## src/core/cdus_params.svh

```systemverilog
`ifndef CDUS_PARAMS_SVH
`define CDUS_PARAMS_SVH
`define CDUS_SRC_T0      3'h0
`define CDUS_SRC_T1      3'h1
`define CDUS_SRC_T2      3'h2
`define CDUS_SRC_T3      3'h3
`define CDUS_SRC_RISE    3'h4
`define CDUS_SRC_FALL    3'h5
`define CDUS_SRC_ANY     3'h6
`define CDUS_SRC_DEMAND  3'h7
`define CDUS_CTL_RESET   8'h73
`define CDUS_CTL_EN      7
`define CDUS_CTL_SRC_HI  6
`define CDUS_CTL_SRC_LO  4
`define CDUS_CTL_RSV     3
`define CDUS_CTL_RJST    2
`define CDUS_CTL_FS_HI   1
`define CDUS_CTL_FS_LO   0
`define CDUS_CTL_MASK    8'hf7
`define CDUS_BYTE_ZERO   8'h00
`define CDUS_WORD_ZERO   12'h000
`endif

```

## src/core/cdus_pkg.sv

```systemverilog
`default_nettype none
package cdus_pkg;
	typedef struct packed {
		logic       enable;
		logic [2:0] source;
		logic       rightJust;
		logic [1:0] fullScale;
	} cdus_ctl_s;
	typedef struct packed {
		logic t0Ovf;
		logic t1Ovf;
		logic t2LowOvf;
		logic t2HighOvf;
		logic t2Split;
		logic t3LowOvf;
		logic t3HighOvf;
		logic t3Split;
	} cdus_tmr_s;
endpackage
`default_nettype wire

```

## src/core/cdus_channel.sv

```systemverilog
`timescale 1ns/1ps
`default_nettype none
`include "cdus_params.svh"
module cdus_channel
(
	input  wire logic                core_clk,
	input  wire logic                rstn,
	input  wire logic                clkEn,
	input  wire logic [7:0]          ctlWrData,
	input  wire logic                ctlWr,
	input  wire logic [7:0]          wrData,
	input  wire logic                highWr,
	input  wire logic                lowWr,
	input  wire logic [7:0]          evtVec,
	output logic [7:0]               ctlReg,
	output logic [7:0]               dataHighReg,
	output logic [7:0]               dataLowReg,
	output logic [11:0]              latchWord
);
	logic [7:0]  ctl_ff;
	logic [7:0]  high_ff;
	logic [7:0]  low_ff;
	logic [11:0] latch_ff;
	logic [2:0]  src;
	logic        demandHit;
	logic        evtHit;
	logic        doLoad;
	logic [7:0]  nxt_high;
	logic [7:0]  nxt_low;
	logic [11:0] nxt_word;

	function automatic logic [11:0] joinWord(input logic rj, input logic [7:0] h,
		input logic [7:0] l);
		joinWord = rj ? {h[3:0], l} : {h, l[7:4]};
	endfunction

	assign src       = ctl_ff[`CDUS_CTL_SRC_HI:`CDUS_CTL_SRC_LO];
	assign demandHit = (src == `CDUS_SRC_DEMAND) && highWr;
	assign evtHit    = (src != `CDUS_SRC_DEMAND) && evtVec[src];
	assign doLoad    = demandHit || evtHit;
	assign nxt_high  = highWr ? wrData : high_ff;
	assign nxt_low   = lowWr ? wrData : low_ff;
	assign nxt_word  = joinWord(ctl_ff[`CDUS_CTL_RJST], nxt_high, nxt_low);

	always_ff @(posedge core_clk or negedge rstn)
	begin
		if (!rstn)
		begin
			ctl_ff   <= `CDUS_CTL_RESET;
			high_ff  <= `CDUS_BYTE_ZERO;
			low_ff   <= `CDUS_BYTE_ZERO;
			latch_ff <= `CDUS_WORD_ZERO;
		end
		else if (clkEn)
		begin
			if (ctlWr)
				ctl_ff <= ctlWrData & `CDUS_CTL_MASK;
			high_ff <= nxt_high;
			low_ff  <= nxt_low;
			if (doLoad)
				latch_ff <= nxt_word;
		end
	end

	assign ctlReg      = ctl_ff;
	assign dataHighReg = high_ff;
	assign dataLowReg  = low_ff;
	assign latchWord   = latch_ff;

	AST_DEMAND_LOAD: assert property (@(posedge core_clk) disable iff (!rstn)
		(clkEn && highWr && !ctlWr && src == `CDUS_SRC_DEMAND) |=>
		latch_ff == joinWord(ctl_ff[`CDUS_CTL_RJST], high_ff, low_ff))
		else $error("demand write did not load latch");
	AST_LOW_HELD: assert property (@(posedge core_clk) disable iff (!rstn)
		(clkEn && !doLoad) |=> $stable(latch_ff))
		else $error("latch changed without a load event");
	AST_EVT_LOAD: assert property (@(posedge core_clk) disable iff (!rstn)
		(clkEn && evtHit && !highWr && !lowWr && !ctlWr) |=>
		latch_ff == joinWord(ctl_ff[`CDUS_CTL_RJST], high_ff, low_ff))
		else $error("event did not load latch");
	AST_HOLD_NO_EVT: assert property (@(posedge core_clk) disable iff (!rstn)
		(clkEn && src != `CDUS_SRC_DEMAND && !evtVec[src]) |=> $stable(latch_ff))
		else $error("held mode loaded without event");
	AST_RSV_ZERO: assert property (@(posedge core_clk) disable iff (!rstn)
		ctl_ff[`CDUS_CTL_RSV] == 1'b0)
		else $error("reserved control bit set");
endmodule
`default_nettype wire

```

## src/core/cdus_top.sv

```systemverilog
`timescale 1ns/1ps
`default_nettype none
`include "cdus_params.svh"
// Notes on behaviour
// - demand mode: high write loads latch
// - demand mode: low write only stores
// - codes 0-3 wait for timer overflow
// - event copies high:low into latch
// - timers 2/3: split low, else high
// - two channels, independent enable bits
// - four full-scale current settings per channel
// - bias on when any channel enabled
// - merge outputs on one pin if selected
// - codes 4-6: convert-start pin edges
// - left/right justified word mapping
module cdus_top
(
	input  wire logic                core_clk,
	input  wire logic                rstn,
	input  wire logic                clkEn,
	input  wire logic [7:0]          wrData,
	input  wire logic                dac_zero_control_wr,
	input  wire logic                dac_zero_data_high_wr,
	input  wire logic                dac_zero_data_low_wr,
	input  wire logic                dac_one_control_wr,
	input  wire logic                dac_one_data_high_wr,
	input  wire logic                dac_one_data_low_wr,
	input  wire logic                output_merge_select,
	input  wire cdus_pkg::cdus_tmr_s tmrEvt,
	input  wire logic                convert_start_pin,
	output logic [7:0]               dac_zero_control_reg,
	output logic [7:0]               dac_zero_data_high,
	output logic [7:0]               dac_zero_data_low,
	output logic [7:0]               dac_one_control_reg,
	output logic [7:0]               dac_one_data_high,
	output logic [7:0]               dac_one_data_low,
	output logic [11:0]              dacZeroWord,
	output logic [11:0]              dacOneWord,
	output var cdus_pkg::cdus_ctl_s  dacZeroCfg,
	output var cdus_pkg::cdus_ctl_s  dacOneCfg,
	output logic                     biasEnable,
	output logic                     pinZeroConnect,
	output logic                     pinOneConnect,
	output logic                     outputsMerged
);
	logic       pinSync1_ff;
	logic       pinSync2_ff;
	logic       pinPrev_ff;
	logic       pinRise;
	logic       pinFall;
	logic       t2Evt;
	logic       t3Evt;
	logic [7:0] evtVec;

	function automatic cdus_pkg::cdus_ctl_s cfgOf(input logic [7:0] c);
		cfgOf = {c[`CDUS_CTL_EN:`CDUS_CTL_SRC_LO], c[`CDUS_CTL_RJST:`CDUS_CTL_FS_LO]};
	endfunction

	// a split timer counts in bytes, so its low-byte overflow is the event
	function automatic logic pickOvf(input logic split, input logic lowOvf,
		input logic highOvf);
		pickOvf = split ? lowOvf : highOvf;
	endfunction

	// two-flop synchroniser, then edge detect on the second stage
	always_ff @(posedge core_clk or negedge rstn)
	begin
		if (!rstn)
		begin
			pinSync1_ff <= 1'b0;
			pinSync2_ff <= 1'b0;
			pinPrev_ff  <= 1'b0;
		end
		else if (clkEn)
		begin
			pinSync1_ff <= convert_start_pin;
			pinSync2_ff <= pinSync1_ff;
			pinPrev_ff  <= pinSync2_ff;
		end
	end

	assign pinRise = pinSync2_ff && !pinPrev_ff;
	assign pinFall = !pinSync2_ff && pinPrev_ff;
	assign t2Evt   = pickOvf(tmrEvt.t2Split, tmrEvt.t2LowOvf, tmrEvt.t2HighOvf);
	assign t3Evt   = pickOvf(tmrEvt.t3Split, tmrEvt.t3LowOvf, tmrEvt.t3HighOvf);
	assign evtVec  = {1'b0, pinRise || pinFall, pinFall, pinRise,
		t3Evt, t2Evt, tmrEvt.t1Ovf, tmrEvt.t0Ovf};

	// both channels share the write data bus and the event vector
	cdus_channel uChZero
	(
		.core_clk    (core_clk),
		.rstn        (rstn),
		.clkEn       (clkEn),
		.ctlWrData   (wrData),
		.ctlWr       (dac_zero_control_wr),
		.wrData      (wrData),
		.highWr      (dac_zero_data_high_wr),
		.lowWr       (dac_zero_data_low_wr),
		.evtVec      (evtVec),
		.ctlReg      (dac_zero_control_reg),
		.dataHighReg (dac_zero_data_high),
		.dataLowReg  (dac_zero_data_low),
		.latchWord   (dacZeroWord)
	);

	cdus_channel uChOne
	(
		.core_clk    (core_clk),
		.rstn        (rstn),
		.clkEn       (clkEn),
		.ctlWrData   (wrData),
		.ctlWr       (dac_one_control_wr),
		.wrData      (wrData),
		.highWr      (dac_one_data_high_wr),
		.lowWr       (dac_one_data_low_wr),
		.evtVec      (evtVec),
		.ctlReg      (dac_one_control_reg),
		.dataHighReg (dac_one_data_high),
		.dataLowReg  (dac_one_data_low),
		.latchWord   (dacOneWord)
	);

	// pin routing follows the enable bits and the merge level
	assign dacZeroCfg = cfgOf(dac_zero_control_reg);
	assign dacOneCfg  = cfgOf(dac_one_control_reg);
	assign biasEnable = dacZeroCfg.enable || dacOneCfg.enable;
	assign outputsMerged  = dacZeroCfg.enable && dacOneCfg.enable && output_merge_select;
	assign pinZeroConnect = dacZeroCfg.enable
		|| (dacOneCfg.enable && output_merge_select);
	assign pinOneConnect  = dacOneCfg.enable && !output_merge_select;

	AST_BIAS: assert property (@(posedge core_clk) disable iff (!rstn)
		biasEnable ==
		(dac_zero_control_reg[`CDUS_CTL_EN] || dac_one_control_reg[`CDUS_CTL_EN]))
		else $error("bias enable mismatch");

	AST_MERGE: assert property (@(posedge core_clk) disable iff (!rstn)
		outputsMerged |->
		(pinZeroConnect && !pinOneConnect))
		else $error("merged outputs on wrong pin");

	AST_MERGE_NEEDS_BOTH: assert property (@(posedge core_clk) disable iff (!rstn)
		(output_merge_select && !(dacZeroCfg.enable && dacOneCfg.enable)) |->
		!outputsMerged)
		else $error("merge shown with a channel disabled");

	AST_PIN_SEPARATE: assert property (@(posedge core_clk) disable iff (!rstn)
		(dacOneCfg.enable && !output_merge_select) |->
		(pinOneConnect && !outputsMerged))
		else $error("channel one not on its own pin");

	AST_PIN_ZERO_ON: assert property (@(posedge core_clk) disable iff (!rstn)
		dacZeroCfg.enable |->
		pinZeroConnect)
		else $error("channel zero pin not connected");

	AST_PIN_IDLE: assert property (@(posedge core_clk) disable iff (!rstn)
		!biasEnable |->
		(!pinZeroConnect && !pinOneConnect))
		else $error("pin connected with both channels off");

	AST_FS_FIELD: assert property (@(posedge core_clk) disable iff (!rstn)
		(dacZeroCfg.fullScale == dac_zero_control_reg[`CDUS_CTL_FS_HI:`CDUS_CTL_FS_LO]) &&
		(dacOneCfg.fullScale == dac_one_control_reg[`CDUS_CTL_FS_HI:`CDUS_CTL_FS_LO]))
		else $error("full-scale field mismatch");

	AST_CH_INDEP_ZERO: assert property (@(posedge core_clk) disable iff (!rstn)
		(clkEn && dac_zero_control_wr && !dac_one_control_wr) |=>
		$stable(dac_one_control_reg))
		else $error("channel zero write changed channel one");

	AST_CH_INDEP_ONE: assert property (@(posedge core_clk) disable iff (!rstn)
		(clkEn && dac_one_control_wr && !dac_zero_control_wr) |=>
		$stable(dac_zero_control_reg))
		else $error("channel one write changed channel zero");

	AST_FROZEN: assert property (@(posedge core_clk) disable iff (!rstn)
		!clkEn |=>
		$stable({dacZeroWord, dacOneWord, dac_zero_control_reg, dac_one_control_reg}))
		else $error("state moved with clock enable low");

	AST_T2_SPLIT: assert property (@(posedge core_clk) disable iff (!rstn)
		tmrEvt.t2Split |->
		(t2Evt == tmrEvt.t2LowOvf))
		else $error("split timer two used wrong overflow");

	AST_T2_WIDE: assert property (@(posedge core_clk) disable iff (!rstn)
		!tmrEvt.t2Split |->
		(t2Evt == tmrEvt.t2HighOvf))
		else $error("wide timer two used wrong overflow");

	AST_T3_SPLIT: assert property (@(posedge core_clk) disable iff (!rstn)
		tmrEvt.t3Split |->
		(t3Evt == tmrEvt.t3LowOvf))
		else $error("split timer three used wrong overflow");

	AST_T3_WIDE: assert property (@(posedge core_clk) disable iff (!rstn)
		!tmrEvt.t3Split |->
		(t3Evt == tmrEvt.t3HighOvf))
		else $error("wide timer three used wrong overflow");

	AST_EDGE_EXCL: assert property (@(posedge core_clk) disable iff (!rstn)
		!(pinRise &&
		pinFall))
		else $error("rise and fall seen together");

	AST_ANY_EDGE: assert property (@(posedge core_clk) disable iff (!rstn)
		evtVec[`CDUS_SRC_ANY] ==
		(pinRise || pinFall))
		else $error("any-edge event mismatch");

	AST_RISE_DELAY: assert property (@(posedge core_clk) disable iff (!rstn)
		(clkEn && $past(clkEn) && pinRise) |->
		($past(pinSync1_ff) && !pinPrev_ff))
		else $error("rise edge without synchronised pin");

	AST_FALL_DELAY: assert property (@(posedge core_clk) disable iff (!rstn)
		(clkEn && $past(clkEn) && pinFall) |->
		(!$past(pinSync1_ff) && pinPrev_ff))
		else $error("fall edge without synchronised pin");
endmodule
`default_nettype wire

```

## config.mk

```make
export PLATFORM = sky130hd
export DESIGN_NAME = cdus_top
export DESIGN_NICKNAME = d
export VERILOG_FILES = /design/src/core/cdus_pkg.sv /design/src/core/cdus_channel.sv /design/src/core/cdus_top.sv
export VERILOG_INCLUDE_DIRS = /design/src /design/src/core
export SDC_FILE = /design/constraint.sdc
export NUM_CORES = 1
export LEC_CHECK = 0
export BUFFER_PORTS_ARGS = -buffer_cell sky130_fd_sc_hd__buf_2
export CAP_MARGIN = 15
export CORE_UTILIZATION = 35
export DETAILED_ROUTE_END_ITERATION = 10
export REMOVE_ABC_BUFFERS = 1
export SETUP_SLACK_MARGIN = 0.4
export SLEW_MARGIN = 20
export SYNTH_ARGS = -nofsm -noshare
export SYNTH_HDL_FRONTEND = slang
export SYNTH_HIERARCHICAL = 1
export SYNTH_SLANG_ARGS = --single-unit
export TNS_END_PERCENT = 50
```

## constraint.sdc

```tcl
create_clock -name core_clk -period 1.9 [get_ports core_clk]
set_input_delay 0.095 -clock core_clk [delete_from_list [all_inputs] [get_ports core_clk]]
set_output_delay 0.095 -clock core_clk [all_outputs]
set_load 0.01 [all_outputs]
```

==> summary.md <==
| Metric | Value |
|---|---|
| DRC Markers | 0 |
| Average wire per cell in the routed design | between 15 and 20 microns |
| CP arrival | 2.18 ns |
| Crit path capture type | flip-flop |
| Critical hold path startpoint | wrData[3] |
| Pre-CTS setup slack | -0.646 ns |
| Clk pin slew, worst setup/hold paths | around 0.080 ns |
| Starting density of the core | 0.368 |
| Synthesized area | between 3000 and 4000 sq um |
| Master cell of the clock root buffer | sky130_fd_sc_hd__clkbuf_8 |
| Post-Route Setup TNS | -0.866 ns |
| Max Clock Skew | between 0.008 and 0.009 ns |
| Path class of the lowest-slack min-delay path | input port to flip-flop |
| Number of antenna violations at the first check in global routing | 0 |
| Failing checks | negative setup slack |
| Max transition margin | 0.624 |
| Area overhead of the layout relative to synthesis | 28.6% |
| CTS max path bufs | 2 |
| Port-buffer cells | approximately 110 |
| Fillers | approximately 900 |
| Average footprint of a synthesized cell | roughly 13 sq um |
| Area of the die | approximately 11,000 sq um |
| Post-layout worst setup margin | -0.0664 ns |
| TritonCTS clock tree | yes |
| Areal power density over the cells | roughly 1200 nW/um^2 |
| Global-route usage over all layers | 0.170 |
| Most common library cell in the layout ignoring fill and taps | sky130_fd_sc_hd__buf_2 |
| Fin cells | between 500 and 600 |
| Top-level I/O count | around 120 |
| Count of max-cap constraint violations | 0 |
| Required @ worst endpoint | approximately 2.1 ns |
| Wire length of the first global-routing pass | approximately 15 mm |
| Post-detailed-route count of antenna-violating nets | 0 |
| Std-Cell Rows | 36 |
| Layout Nets | between 400 and 500 |
| Final hold violations | 0 |
| CP Launch Point | uChOne/ctlReg[4] |
| Most frequent cells in the layout | 114 x sky130_fd_sc_hd__buf_2, 72 x sky130_fd_sc_hd__mux2_2, 61 x sky130_fd_sc_hd__dfrtp_1 |
| GRT Residual Overflow | 0 |
| Starting DRT DRC Count | 109 |
| Number of H-tree levels | 3 |
| Placed Cells | about 520 |
| Routability cong. | approximately 0.74 |
| Crit-path max FO | 12 |
| Final setup vio count | 24 |
| Achievable Freq | between 0.5 and 0.6 GHz |
| Via-to-Cell Ratio | between 4 and 5 |
| R2r startpoint | uChOne/ctlReg[4] |
| Width of the chip | between 100 and 150 microns |
| Result of the run | complete, but fails checks |
| CTS sink cnt | 73 |
| Category of the critical setup timing path | flip-flop to flip-flop |
| Instance area at placement | 4330 sq um |
| Total via count in the routed design | ~2,600 |
| Placeable Area | 9950 sq um |
| HPWL after detailed placement | roughly 6.5 mm |
| Yosys warning total | 6 |
| Area of all placed cells without fillers | between 4000 and 5000 sq um |
| Final WL | about 8.9 mm |
| Final-report max-slew violation count | 0 |
| Die height | around 100 microns |
| Max rail drop VDD | 419 uV |
| Vias in the first global route | ~2,700 |
| Minimum clock period | slightly below 2 ns |
| Number of inserted diodes | 0 |
| Maximum number of pins on one net before global-route repair | 52 |
| Cell leakage power | between 2 and 2.5 nW |
| Tightest Pin Transition | 0.564 ns |
| Drt first pass iters | 4 |
| Unrepaired setup endpoints after global routing | yes |
| Insertion delay to the later sink of the worst-skew pair | between 0.3 and 0.4 ns |
| Synth Instances | just under 300 |
| Number of buffers created by CTS | 9 |
| Critical path launch point type | flip-flop |
| Share of post-route cells with drive strength above 1 | 0.582 |
| Final worst path period share | 1.03 |
-- flip-flops by register name, summed over array words and instances, names as in the netlist --
signal,flops
pinSync2_ff,1
uChZero/ctlReg,7
pinSync1_ff,1
uChZero/latchWord,12
pinPrev_ff,1
uChOne/dataHighReg,8
uChOne/dataLowReg,8
uChZero/dataHighReg,8
uChOne/ctlReg,7
uChOne/latchWord,12
uChZero/dataLowReg,8
-- timing repair --
action                     4_1_cts  5_1_grt
setup buffers                    2        0
hold buffers                     2        0
cloned                           0        0
setup endpoints to repair       28       24
hold endpoints to repair        23        0
pin swaps                        2        0
gates resized for setup          8        1
-- per-layer routing --
| metal | part of all wire | wire length [microns] | global-route usage |
|---|---|---|---|
| met2 | 0.48 | 4220 | 0.280 |
| met5 | 0 | 0 | 0 |
| met3 | 0.041 | 360 | 0.0276 |
| met1 | 0.47 | 4180 | 0.228 |
| met4 | 0.012 | 109 | 0.0551 |
-- path summary, 6_finish.rpt --
kind	endpoint	slack (ns)	depth (start not counted)
worst max-delay path	uChOne/latchWord[7]	-0.07	5
min in group asynchronous	uChZero/latchWord[8]	0.28	2
worst min-delay path	uChZero/dataLowReg[3]	0.11	2
worst min register to register	pinSync1_ff	0.50	1
max in group asynchronous	uChOne/ctlReg[4]	0.89	3
worst max register to register	uChOne/latchWord[7]	-0.07	5
-- power by group --
| group | switching [mW] | total [mW] | leakage, nW | internal, mW |
|---|---|---|---|---|
| Combinational | 0.819 | 1.73 | 1.25 | 0.912 |
| Sequential | 0.314 | 2.31 | 0.834 | 2.00 |
| Clock | 0.555 | 1.73 | 0.144 | 1.18 |
| Total | 1.69 | 5.77 | 2.22 | 4.08 |
-- metrics by stage --
step | hold slack [ns] | util | total power [mW]
3_3_place_gp | 0.116 | 0.435 | 3.99
5_1_grt | 0.101 | 0.474 | 6.11
4_1_cts | 0.100 | 0.474 | 5.85
2_1_floorplan | -0.201 | - | 3.20
3_5_place_dp | 0.120 | 0.435 | 4.03
6_report | 0.109 | 0.474 | 5.77
-- critical path, cell delays in order (launching register included) --
cell                       delay, ns
sky130_fd_sc_hd__dfstp_2        0.58
sky130_fd_sc_hd__mux2_2         0.34
sky130_fd_sc_hd__o31ai_1        0.40
sky130_fd_sc_hd__a311oi_4       0.09
sky130_fd_sc_hd__buf_12         0.17
sky130_fd_sc_hd__mux2_2         0.27
-- area by class of cell --
| cell class | instances | area (sq um) | area share |
|---|---|---|---|
| inverters | 5 | 18.8 | 0.00398 |
| clock buffers | 11 | 141 | 0.0300 |
| repair buffers | 134 | 763 | 0.162 |
| clock inverters | 5 | 150 | 0.0318 |
| flip-flops and latches | 73 | 1840 | 0.391 |
| well taps | 133 | 166 | 0.0353 |
| multi-input cells | 181 | 1630 | 0.346 |
Power figures use the tool's default switching activity.
